## src/include/mpcb_pkg.sv

```systemverilog
// constants, attribute codes and request carrier for the mac pib constant bank
package mpcb_pkg;
  // clock and symbol timing
  localparam int unsigned CLK_NS      = 5;
  localparam int unsigned SYM_TIME_US = 695;
  localparam int unsigned SYM_CYC     = SYM_TIME_US * 1000 / CLK_NS;
  // interframe spaces in data symbols
  localparam logic [4:0]  IFS_CEN     = 5'h08;
  localparam logic [4:0]  IFS_FCC     = 5'h0a;
  // fixed csma and frame figures
  localparam logic [3:0]  MAX_BE      = 4'h5;
  localparam logic [3:0]  MIN_BE      = 4'h3;
  localparam logic [3:0]  BACKOFF_RST = 4'h8;
  localparam logic [8:0]  MAX_PAYLOAD = 9'h190;
  localparam logic [3:0]  ORDER_RST   = 4'hf;
  localparam logic [23:0] BTX_SAT     = 24'hffffff;
  localparam logic [15:0] SHORT_NONE  = 16'hffff;
  localparam logic [15:0] EUI_FILL    = 16'hfffe;
  localparam logic [31:0] ZERO_RST    = 32'h0000_0000;
  // attribute selector codes
  typedef enum logic [4:0] {
    A_ACK_WAIT   = 5'h00, A_ASSOC_PAN  = 5'h01, A_ASSOC_PERM = 5'h02,
    A_AUTO_REQ   = 5'h03, A_BATT_EXT   = 5'h04, A_BATT_PER   = 5'h05,
    A_BCN_PAY    = 5'h06, A_BCN_LEN    = 5'h07, A_BCN_ORDER  = 5'h08,
    A_BTX_TIME   = 5'h09, A_GTS_PERM   = 5'h0a, A_MAX_BE     = 5'h0b,
    A_BACKOFFS   = 5'h0c, A_MAX_FTW    = 5'h0d, A_MIN_BE     = 5'h0e,
    A_MIN_LIFS   = 5'h0f, A_MIN_SIFS   = 5'h10, A_RESP_WAIT  = 5'h11,
    A_RX_IDLE    = 5'h12, A_SEC_EN     = 5'h13, A_SHORT      = 5'h14,
    A_SF_ORDER   = 5'h15, A_SYNC_OFS   = 5'h16, A_TS_SUPP    = 5'h17,
    A_TRANS_PER  = 5'h18, A_EXT_LO     = 5'h19, A_EXT_HI     = 5'h1a,
    A_MAX_PAY    = 5'h1b, A_ZERO_GRP   = 5'h1c
  } mpcb_attr_e;
  localparam int unsigned ATTR_CNT = 29;
  // management request carrier
  typedef struct packed {
    logic        wr;
    logic        rd;
    mpcb_attr_e  attr;
    logic [31:0] wdata;
  } mpcb_req_s;
endpackage : mpcb_pkg

```

## src/core/mpcb_bank.sv

```systemverilog
// mac pib constant bank: fixed constants, derived waits and writable attributes
//
// Function
// - zero-valued unused mac constants held at zero
// - extended address maps eui-48 into eui-64
// - max payload 400 bytes, longer frames flagged
// - ack wait is rifs plus ack plus cifs
// - response wait equals ack wait
// - associated pan coordinator reads false
// - association permit reads true
// - auto request reads false
// - battery, beacon payload, gts writes have no effect
// - beacon order defaults 15, no effect
// - superframe order stays 15
// - beacon tx time saturates at all ones
// - max backoff exponent fixed at 5
// - max backoffs defaults to 8
// - min backoff exponent fixed at 3
// - max frame total wait held zero
// - lifs and sifs writes have no effect
// - receiver on when idle held true
// - security enabled held true
// - short address ffff when unassigned, associated needs one
// - sync offset, persistence, beacon length held zero
// - timestamp supported held true
// - ifs 8 symbols cenelec a, 10 fcc
// - one data symbol lasts 695 us
`timescale 1ns/1ps
module mpcb_bank #(
  parameter int unsigned SYM_CYC = mpcb_pkg::SYM_CYC
) (
  // clock, reset, enable
  input  wire logic              i_clk,
  input  wire logic              i_rst,
  input  wire logic              i_ce,
  // management access
  input  wire mpcb_pkg::mpcb_req_s i_req,
  output logic [31:0]            o_rdata,
  output logic                   o_rvalid,
  output logic                   o_wack,
  output logic                   o_bad_attr,
  // device context
  input  wire logic [47:0]       i_eui48,
  input  wire logic              i_band_fcc,
  input  wire logic [15:0]       i_ack_time_us,
  input  wire logic              i_btx_upd,
  input  wire logic [23:0]       i_btx_val,
  input  wire logic              i_assoc_req,
  input  wire logic              i_disassoc,
  input  wire logic [15:0]       i_pay_len,
  // derived values for the mac engine
  output logic [63:0]            o_ext_addr,
  output logic [16:0]            o_ack_wait_us,
  output logic [16:0]            o_resp_wait_us,
  output logic [21:0]            o_ifs_cyc,
  output logic [3:0]             o_max_be,
  output logic [3:0]             o_min_be,
  output logic [3:0]             o_max_backoffs,
  output logic                   o_rx_on_idle,
  output logic                   o_sec_en,
  output logic [15:0]            o_short_addr,
  output logic                   o_associated,
  output logic [23:0]            o_btx_time,
  output logic                   o_len_ok
);
  ////////////////////////////////////////////////////////////////////////////
  // request decode
  wire wr_hit = i_ce & i_req.wr;
  wire rd_hit = i_ce & i_req.rd;
  wire attr_ok = 32'(i_req.attr) < mpcb_pkg::ATTR_CNT;
  wire wr_bo  = wr_hit & (i_req.attr == mpcb_pkg::A_BACKOFFS);
  wire wr_btx = wr_hit & (i_req.attr == mpcb_pkg::A_BTX_TIME);
  wire wr_sa  = wr_hit & (i_req.attr == mpcb_pkg::A_SHORT);
  wire wr_be  = wr_hit & (i_req.attr == mpcb_pkg::A_BATT_EXT);
  wire wr_bp  = wr_hit & (i_req.attr == mpcb_pkg::A_BATT_PER);
  wire wr_bor = wr_hit & (i_req.attr == mpcb_pkg::A_BCN_ORDER);
  wire wr_gts = wr_hit & (i_req.attr == mpcb_pkg::A_GTS_PERM);
  wire wr_lif = wr_hit & (i_req.attr == mpcb_pkg::A_MIN_LIFS);
  wire wr_sif = wr_hit & (i_req.attr == mpcb_pkg::A_MIN_SIFS);

  ////////////////////////////////////////////////////////////////////////////
  // stored attributes; the inert ones only read back, nothing else sees them
  logic [3:0]  backoffs_ff;
  logic [23:0] btx_ff;
  logic [15:0] short_ff;
  logic        assoc_ff;
  logic        batt_ext_ff, gts_ff;
  logic [7:0]  batt_per_ff, lifs_ff, sifs_ff;
  logic [3:0]  bcn_order_ff;

  always_ff @(posedge i_clk) begin
    if (i_rst) begin
      backoffs_ff  <= mpcb_pkg::BACKOFF_RST;
      batt_ext_ff  <= 1'b0;
      batt_per_ff  <= 8'h00;
      gts_ff       <= 1'b0;
      bcn_order_ff <= mpcb_pkg::ORDER_RST;
      lifs_ff      <= 8'h00;
      sifs_ff      <= 8'h00;
    end else begin
      if (wr_bo)  backoffs_ff  <= i_req.wdata[3:0];
      if (wr_be)  batt_ext_ff  <= i_req.wdata[0];
      if (wr_bp)  batt_per_ff  <= i_req.wdata[7:0];
      if (wr_gts) gts_ff       <= i_req.wdata[0];
      if (wr_bor) bcn_order_ff <= i_req.wdata[3:0];
      if (wr_lif) lifs_ff      <= i_req.wdata[7:0];
      if (wr_sif) sifs_ff      <= i_req.wdata[7:0];
    end
  end

  ////////////////////////////////////////////////////////////////////////////
  // beacon tx time: frozen until reset once all ones, from any source
  wire        btx_sat = (btx_ff == mpcb_pkg::BTX_SAT);
  wire [23:0] nxt_btx = wr_btx ? i_req.wdata[23:0] : i_btx_val;
  always_ff @(posedge i_clk) begin
    if (i_rst) begin
      btx_ff <= 24'h000000;
    end else if (i_ce & ~btx_sat & (wr_btx | i_btx_upd)) begin
      btx_ff <= nxt_btx;
    end
  end

  ////////////////////////////////////////////////////////////////////////////
  // short address and association; association is refused without one
  wire sa_none   = (short_ff == mpcb_pkg::SHORT_NONE);
  wire nxt_sa_no = wr_sa ? (i_req.wdata[15:0] == mpcb_pkg::SHORT_NONE) : sa_none;
  always_ff @(posedge i_clk) begin
    if (i_rst) begin
      short_ff <= mpcb_pkg::SHORT_NONE;
      assoc_ff <= 1'b0;
    end else if (i_ce) begin
      if (wr_sa) short_ff <= i_req.wdata[15:0];
      // dropping the address drops the association in the same edge
      if (i_disassoc | nxt_sa_no) assoc_ff <= 1'b0;
      else if (i_assoc_req)       assoc_ff <= 1'b1;
    end
  end

  ////////////////////////////////////////////////////////////////////////////
  // derived waits: symbols are turned into microseconds and clock cycles
  wire [4:0]  ifs_sym  = i_band_fcc ? mpcb_pkg::IFS_FCC : mpcb_pkg::IFS_CEN;
  wire [15:0] ifs2_us  = 16'(({1'b0, ifs_sym} << 1) * mpcb_pkg::SYM_TIME_US);
  wire [16:0] ack_wait = {1'b0, ifs2_us} + {1'b0, i_ack_time_us};
  wire [21:0] ifs_cyc  = 22'(ifs_sym * SYM_CYC);
  wire [63:0] eui64    = {i_eui48[47:24], mpcb_pkg::EUI_FILL, i_eui48[23:0]};

  ////////////////////////////////////////////////////////////////////////////
  // read table; fixed entries never depend on any write
  logic [31:0] rd_tbl [0:31];
  genvar gi;
  generate
    for (gi = mpcb_pkg::ATTR_CNT; gi < 32; gi++) begin : g_unmap
      assign rd_tbl[gi] = mpcb_pkg::ZERO_RST;
    end
  endgenerate
  assign rd_tbl[mpcb_pkg::A_ACK_WAIT]   = {15'h0000, ack_wait};
  assign rd_tbl[mpcb_pkg::A_ASSOC_PAN]  = 32'h0000_0000;
  assign rd_tbl[mpcb_pkg::A_ASSOC_PERM] = 32'h0000_0001;
  assign rd_tbl[mpcb_pkg::A_AUTO_REQ]   = 32'h0000_0000;
  assign rd_tbl[mpcb_pkg::A_BATT_EXT]   = {31'h0, batt_ext_ff};
  assign rd_tbl[mpcb_pkg::A_BATT_PER]   = {24'h0, batt_per_ff};
  assign rd_tbl[mpcb_pkg::A_BCN_PAY]    = mpcb_pkg::ZERO_RST;
  assign rd_tbl[mpcb_pkg::A_BCN_LEN]    = mpcb_pkg::ZERO_RST;
  assign rd_tbl[mpcb_pkg::A_BCN_ORDER]  = {28'h0, bcn_order_ff};
  assign rd_tbl[mpcb_pkg::A_BTX_TIME]   = {8'h00, btx_ff};
  assign rd_tbl[mpcb_pkg::A_GTS_PERM]   = {31'h0, gts_ff};
  assign rd_tbl[mpcb_pkg::A_MAX_BE]     = {28'h0, mpcb_pkg::MAX_BE};
  assign rd_tbl[mpcb_pkg::A_BACKOFFS]   = {28'h0, backoffs_ff};
  assign rd_tbl[mpcb_pkg::A_MAX_FTW]    = mpcb_pkg::ZERO_RST;
  assign rd_tbl[mpcb_pkg::A_MIN_BE]     = {28'h0, mpcb_pkg::MIN_BE};
  assign rd_tbl[mpcb_pkg::A_MIN_LIFS]   = {24'h0, lifs_ff};
  assign rd_tbl[mpcb_pkg::A_MIN_SIFS]   = {24'h0, sifs_ff};
  assign rd_tbl[mpcb_pkg::A_RESP_WAIT]  = {15'h0000, ack_wait};
  assign rd_tbl[mpcb_pkg::A_RX_IDLE]    = 32'h0000_0001;
  assign rd_tbl[mpcb_pkg::A_SEC_EN]     = 32'h0000_0001;
  assign rd_tbl[mpcb_pkg::A_SHORT]      = {16'h0000, short_ff};
  assign rd_tbl[mpcb_pkg::A_SF_ORDER]   = {28'h0, mpcb_pkg::ORDER_RST};
  assign rd_tbl[mpcb_pkg::A_SYNC_OFS]   = mpcb_pkg::ZERO_RST;
  assign rd_tbl[mpcb_pkg::A_TS_SUPP]    = 32'h0000_0001;
  assign rd_tbl[mpcb_pkg::A_TRANS_PER]  = mpcb_pkg::ZERO_RST;
  assign rd_tbl[mpcb_pkg::A_EXT_LO]     = eui64[31:0];
  assign rd_tbl[mpcb_pkg::A_EXT_HI]     = eui64[63:32];
  assign rd_tbl[mpcb_pkg::A_MAX_PAY]    = {23'h0, mpcb_pkg::MAX_PAYLOAD};
  assign rd_tbl[mpcb_pkg::A_ZERO_GRP]   = mpcb_pkg::ZERO_RST;
  wire [31:0] rd_sel = rd_tbl[i_req.attr];

  ////////////////////////////////////////////////////////////////////////////
  // registered outputs; a write to a fixed entry is still acknowledged
  logic [31:0] rdata_ff;
  logic        rvalid_ff, wack_ff, bad_ff, len_ok_ff;
  logic [63:0] ext_ff;
  logic [16:0] ack_ff;
  logic [21:0] ifs_cyc_ff;
  always_ff @(posedge i_clk) begin
    if (i_rst) begin
      rdata_ff   <= mpcb_pkg::ZERO_RST;
      rvalid_ff  <= 1'b0;
      wack_ff    <= 1'b0;
      bad_ff     <= 1'b0;
      ext_ff     <= 64'h0;
      ack_ff     <= 17'h00000;
      ifs_cyc_ff <= 22'h000000;
      len_ok_ff  <= 1'b0;
    end else if (i_ce) begin
      rdata_ff   <= rd_hit ? rd_sel : mpcb_pkg::ZERO_RST;
      rvalid_ff  <= rd_hit;
      wack_ff    <= wr_hit & attr_ok;
      bad_ff     <= (rd_hit | wr_hit) & ~attr_ok;
      ext_ff     <= eui64;
      ack_ff     <= ack_wait;
      ifs_cyc_ff <= ifs_cyc;
      len_ok_ff  <= i_pay_len <= {7'h00, mpcb_pkg::MAX_PAYLOAD};
    end
  end

  ////////////////////////////////////////////////////////////////////////////
  // fixed csma and receiver figures; flops keep every port registered
  logic [3:0]  max_be_ff, min_be_ff;
  logic        rx_idle_ff, sec_en_ff;
  always_ff @(posedge i_clk) begin
    if (i_rst) begin
      max_be_ff  <= mpcb_pkg::MAX_BE;
      min_be_ff  <= mpcb_pkg::MIN_BE;
      rx_idle_ff <= 1'b1;
      sec_en_ff  <= 1'b1;
    end else if (i_ce) begin
      max_be_ff  <= mpcb_pkg::MAX_BE;
      min_be_ff  <= mpcb_pkg::MIN_BE;
      rx_idle_ff <= 1'b1;
      sec_en_ff  <= 1'b1;
    end
  end

  assign o_rdata        = rdata_ff;
  assign o_rvalid       = rvalid_ff;
  assign o_wack         = wack_ff;
  assign o_bad_attr     = bad_ff;
  assign o_ext_addr     = ext_ff;
  assign o_ack_wait_us  = ack_ff;
  assign o_resp_wait_us = ack_ff;
  assign o_ifs_cyc      = ifs_cyc_ff;
  assign o_max_be       = max_be_ff;
  assign o_min_be       = min_be_ff;
  assign o_max_backoffs = backoffs_ff;
  assign o_rx_on_idle   = rx_idle_ff;
  assign o_sec_en       = sec_en_ff;
  assign o_short_addr   = short_ff;
  assign o_associated   = assoc_ff;
  assign o_btx_time     = btx_ff;
  assign o_len_ok       = len_ok_ff;
endmodule : mpcb_bank

```

## config.mk

```make
export PLATFORM = sky130hd
export DESIGN_NAME = mpcb_bank
export DESIGN_NICKNAME = d
export VERILOG_FILES = /design/src/include/mpcb_pkg.sv /design/src/core/mpcb_bank.sv
export SDC_FILE = /design/constraint.sdc
export NUM_CORES = 1
export LEC_CHECK = 0
export BUFFER_PORTS_ARGS = -buffer_cell sky130_fd_sc_hd__clkbuf_2
export CORE_MARGIN = 8
export CORE_UTILIZATION = 23
export CTS_CLUSTER_SIZE = 10
export DETAILED_ROUTE_END_ITERATION = 10
export HOLD_SLACK_MARGIN = 0.03
export PLACE_DENSITY = 0.4
export SETUP_SLACK_MARGIN = 0.02
export SKIP_CTS_REPAIR_TIMING = 1
export SLEW_MARGIN = 10
export SYNTH_ARGS = -nofsm -noshare
export SYNTH_HDL_FRONTEND = slang
export SYNTH_SLANG_ARGS = --single-unit
```

## constraint.sdc

```tcl
create_clock -name i_clk -period 6.8 [get_ports i_clk]
set_clock_uncertainty 0.2 [all_clocks]
set_input_delay 0.68 -clock i_clk [delete_from_list [all_inputs] [get_ports i_clk]]
set_output_delay 0.68 -clock i_clk [all_outputs]
set_load 0.05 [all_outputs]
```

Yosys cells after proc, flatten, opt, wreduce, memory -nomap -nowiden

Index checks and enable logic that the tools add are counted.

Bits of input ports: 150
Word-level logic and storage cells: 69
Register bits after elaboration: 210

Multiplexer cells: 9
$lt $le $gt $ge: 3
Bitwise gates (word level): 21
Add/subtract/negate cells: 1
Equality and inequality tests: 12
Reduce and logical (&&, ||, !) cells: 3
$mul: 2

Operators with widths:

| operator                | number |
|---|---|
| $bmux W32 S5            | 1 |
| $mux W32                | 3 |
| $eq A16 B16 Y1 const B  | 2 |
| $eq A5 B4 Y1 const B    | 5 |
| $eq A24 B24 Y1 const B  | 1 |
| $mux W24                | 1 |
| $mul A4 B15 Y19 const B | 1 |
| $add A15 B16 Y17        | 1 |
| $le A16 B9 Y1 const B   | 1 |
| $and A1 B1 Y1           | 15 |
| $mul A4 B10 Y14 const B | 1 |
| $eq A5 B3 Y1 const B    | 2 |
| $eq A5 B5 Y1 const B    | 2 |
| $ge A6 B6 Y1 const B    | 1 |
| $not A5 Y6              | 1 |
| $lt A5 B5 Y1 const B    | 1 |
| $reduce_and A2 Y1       | 2 |
| $mux W1                 | 3 |
| $or A1 B1 Y1            | 3 |
| $mux W2                 | 1 |
| $not A1 Y1              | 2 |
| $reduce_bool A2 Y1      | 1 |

Logic depth before layout (Yosys ltp)

Depth after elaboration: 7
Mapped depth: 9
Depth with buffers taken out: 8

Worst setup path after synthesis

No wires, ideal clock.

Kind: input to register
Start: in i_band_fcc
End: reg rdata_ff[10] (netlist: o_rdata[10])
Slack: 4096 ps
Stages: 8
Path buffers: 0
Arrival: 2382 ps
Cell sequence: ha_1 fa_1 nand3_1 nand2_1 a311oi_2 xor2_1 o21ai_1 a221o_1

Longest elaborated chain between the ends: 7

RTL lines:

| element                                      | RTL line         | RTL |
|---|---|---|
| from (decl)                                  | mpcb_bank.sv:44  | `input wire logic i_band_fcc,` |
| $mux W2                                      | mpcb_bank.sv:141 | `wire [4:0] ifs_sym = i_band_fcc ? mpcb_pkg::IFS_FCC : mpcb_pkg::IFS_CEN;` |
| $mul A4 B10 Y14                              | mpcb_bank.sv:142 | `wire [15:0] ifs2_us = 16'(({1'b0, ifs_sym} << 1) * mpcb_pkg::SYM_TIME_US);` |
| $add A15 B16 Y17                             | mpcb_bank.sv:143 | `wire [16:0] ack_wait = {1'b0, ifs2_us} + {1'b0, i_ack_time_us};` |
| $bmux W32 S5                                 | mpcb_bank.sv:185 | `wire [31:0] rd_sel = rd_tbl[i_req.attr];` |
| $mux W32 (implied by the code) (2 in series) | mpcb_bank.sv:185 |  |
| $mux W32                                     | mpcb_bank.sv:205 | `rdata_ff <= rd_hit ? rd_sel : mpcb_pkg::ZERO_RST;` |
| to (signal assigned)                         | mpcb_bank.sv:196 | `rdata_ff <= mpcb_pkg::ZERO_RST;` |
| to (signal assigned)                         | mpcb_bank.sv:205 |  |
| to (decl)                                    | mpcb_bank.sv:189 | `logic [31:0] rdata_ff;` |

Every way passes these cells. The select of a mux whose other input is x is not followed.
A chain may end at the register's enable or synchronous reset.

Final worst setup path

Start: in i_req[35] (netlist name)
End: reg btx_ff[6] (netlist: o_btx_time[6])

Longest elaborated chain between the ends: 4
Elaborated cells between the ends (all ways): 5

RTL lines:

| element              | RTL line         | RTL |
|---|---|---|
| from (decl)          | mpcb_bank.sv:37  | `input wire mpcb_pkg::mpcb_req_s i_req,` |
| $eq A5 B4 Y1 *       | mpcb_bank.sv:72  | `wire wr_btx = wr_hit & (i_req.attr == mpcb_pkg::A_BTX_TIME);` |
| $and A1 B1 Y1 *      | mpcb_bank.sv:72  |  |
| $or A1 B1 Y1         | mpcb_bank.sv:118 | `end else if (i_ce & ~btx_sat & (wr_btx \| i_btx_upd)) begin` |
| $and A1 B1 Y1        | mpcb_bank.sv:118 |  |
| to (signal assigned) | mpcb_bank.sv:119 | `btx_ff <= nxt_btx;` |
| to (decl)            | mpcb_bank.sv:84  | `logic [23:0] btx_ff;` |

Mark *: on every way between the ends. The rest lies on a longest branch, timed or not.

==> run metrics <==
placed cell count 1816; leak pwr 0.00509 uW; worst-path fanout max 44; WHS Path Cells 2; Die ar. 46800 um^2; capturing point of the worst reg2reg path o_btx_time[10]; Slew Viols, Final 0; HP Class register to register; Async SR Flop Fraction 0; area delta synth->final 24.5%; setup_tns 0 ps; FF-to-FF path depth 7; Critical Path Source Type input pin; Final Hold Vio Count 0; crit-path max cell delay 710 ps; Max Freq 279 MHz; Min-Delay Endpoint o_rdata[0]; Num CTS Buffers 17; worst vdd ir 0.151 mV; post-route ant nets 0; Fill cells 4332; drt first pass iters 5; max_slew headroom 0.253; # rows 73; Yosys warning total 0; FF+latch count, synth 179; commonest cells after routing, fill and taps aside 331 x clkbuf_2, 179 x dfxtp_1, 154 x nor2_1, 115 x mux2i_1, 107 x nand2_1; Top delay family on crit path simple AND/OR/NAND/NOR gates; grt total ovfl 0; buffers and inverters on the worst path 2; IO Pins 361; required time of the critical path 6960 ps; wire per inst 22.4 um; R2R Setup Slk 4640 ps; number of synthesized flops with an enable pin 0; DR vias/cell 4.75; Worst-path clk slew 70 ps; clock sinks 179; Crit Path Class input pin to register; Placeable Area 39600 um^2; vias in the first global route 8705; Inserted Diodes 0; routed wire length 41400 um; DP Wirelength 31100 um; Initial Util 0.233; synthesized area 9230 um^2; hold wc startpoint o_rdata[0]; Tcrit/Tclk final 0.527; maxcap violations 0; slowest cell on the critical path nor2b_1; All-Layer GR Usage 0.170; share of cells above drive strength 1 0.305; GP Congestion 0.828; ys flop type dfxtp_1; Vias 8777; Layout Cells excl Fill 1848; Post-route DRC 0; Multi-input gate area 4840 um^2; Final setup violation count 0; largest net degree at the start of global routing 92; fin nets 1469; commonest non-fill, non-tap cell in the layout clkbuf_2; Die H 216 um; FF/Latch Area 3580 um^2; clk buf depth 2; IO buf count 333; Least-Margin Pin Slew 1120 ps; register area share after synthesis 0.388; Worst-Skew Late Latency 450 ps; Die W 216 um; status completed; Mean Syn Cell Area 8.63 um^2; Post-Syn Instances 1069; CTS root buffer clkbuf_16; pwr/cell area 249 nW/um^2; library cells used by synthesis 84; RR Startpoint o_btx_time[11]; starting DRC count in detailed routing 518; Setup crit end kind register; initial antenna violation count 1; RSZ-0062 raised after global routing false; CTS H-Tree Depth 4; CP arrival 3740 ps; CTS tree done; global-route wire length before repair 60000 um; critical-path cell list clkbuf_2 > nor2b_1 > nand2_4 > nor2_8 > o211a_1 > buf_4 > nor2_1 > a211oi_1; Tmin final 3590 ps
==> registers in the layout (all words and copies together) (netlist names) <==
register,cells
o_associated,1
o_wack,1
o_bad_attr,1
o_max_backoffs,4
o_rdata,32
o_rvalid,1
o_short_addr,16
o_btx_time,24
sifs_ff,8
o_len_ok,1
batt_per_ff,8
o_ext_addr,48
o_ack_wait_us,17
bcn_order_ff,4
batt_ext_ff,1
lifs_ff,8
gts_ff,1
o_ifs_cyc,3
==> cell families after synthesis <==
family / synth area share
AND/OR/NAND/NOR: 0.191
other: 0.000814
buffers and inverters: 0.0946
adder cells (fa/ha/maj): 0.0130
multiplexers: 0.127
AO/OA/AOI/OAI: 0.176
flip-flops: 0.388
XOR/XNOR: 0.00949
==> cell type report <==
| type | instances | share of cell area |
|---|---|---|
| clock inverters | 15 | 0.0167 |
| repair buffers | 346 | 0.154 |
| multi-input cells | 761 | 0.422 |
| clock buffers | 17 | 0.0370 |
| flip-flops and latches | 179 | 0.312 |
| well taps | 525 | 0.0572 |
| inverters | 5 | 0.00163 |
==> report_power, final <==
| group | switching (uW) | total, uW | internal [uW] |
|---|---|---|---|
| Sequential | 43.7 | 1130 | 1090 |
| Clock | 491 | 1080 | 590 |
| Combinational | 482 | 645 | 162 |
| Total | 1020 | 2860 | 1840 |
==> routing by layer <==
layer,GRT usage,routed length [um],up-vias
met5,0,8,-
met3,0.0462,2720,24
met4,0.0401,603,2
met1,0.220,18600,4203
met2,0.277,19400,296
li1,-,-,4252
==> worst max-delay path by stage <==
stage | startpoint | endpoint | slack, ps | cells past startpoint
3_5_place_dp | i_req[35] | o_btx_time[12] | 2760 | 8
4_1_cts | i_req[35] | o_btx_time[1] | 3250 | 8
3_3_place_gp | i_req[35] | o_btx_time[19] | 2820 | 8
2_1_floorplan | i_band_fcc | o_rdata[10] | 4100 | 8
6_report | i_req[35] | o_btx_time[6] | 3210 | 8
5_1_grt | i_req[35] | o_btx_time[17] | 3020 | 8
==> synth_stat cells, drive strengths merged, types with 6 or more instances <==
| master | instances | area [um^2] |
|---|---|---|
| a211oi | 40 | 315 |
| a21oi | 47 | 235 |
| a221o | 7 | 70.1 |
| a221oi | 12 | 111 |
| a22o | 12 | 105 |
| a22oi | 9 | 67.6 |
| a31oi | 14 | 87.6 |
| and2 | 6 | 37.5 |
| and3 | 6 | 37.5 |
| buf | 102 | 701 |
| clkbuf | 39 | 154 |
| dfxtp | 179 | 3580 |
| ha | 8 | 100 |
| mux2i | 115 | 1150 |
| nand2 | 108 | 413 |
| nand2b | 6 | 45.0 |
| nand3 | 35 | 180 |
| nand4 | 18 | 113 |
| nor2 | 159 | 628 |
| nor2b | 9 | 56.3 |
| nor3 | 16 | 96.4 |
| nor4 | 8 | 56.3 |
| o211ai | 8 | 65.1 |
| o21ai | 28 | 144 |
| o221ai | 7 | 61.3 |
| xnor2 | 7 | 61.3 |
==> metrics by stage <==
| stage | hold slack (ps) | setup slack (ps) | cell area [um^2] | utilization | power, uW |
|---|---|---|---|---|---|
| 2_1_floorplan | 233 | 4100 | 9290 | - | 1630 |
| 3_3_place_gp | 237 | 2820 | 10900 | 0.274 | 1810 |
| 3_5_place_dp | 250 | 2760 | 10900 | 0.274 | 1810 |
| 4_1_cts | 250 | 3250 | 11500 | 0.290 | 2910 |
| 5_1_grt | 267 | 3020 | 11500 | 0.290 | 2990 |
| 6_report | 262 | 3210 | 11500 | 0.290 | 2860 |
==> tightest hold or removal path: stages (launching register included) <==
cell	delay, ps
dfxtp_1	310
nand2_1	60
a21oi_1	50
No activity file was read; power rests on OpenSTA's default activity.
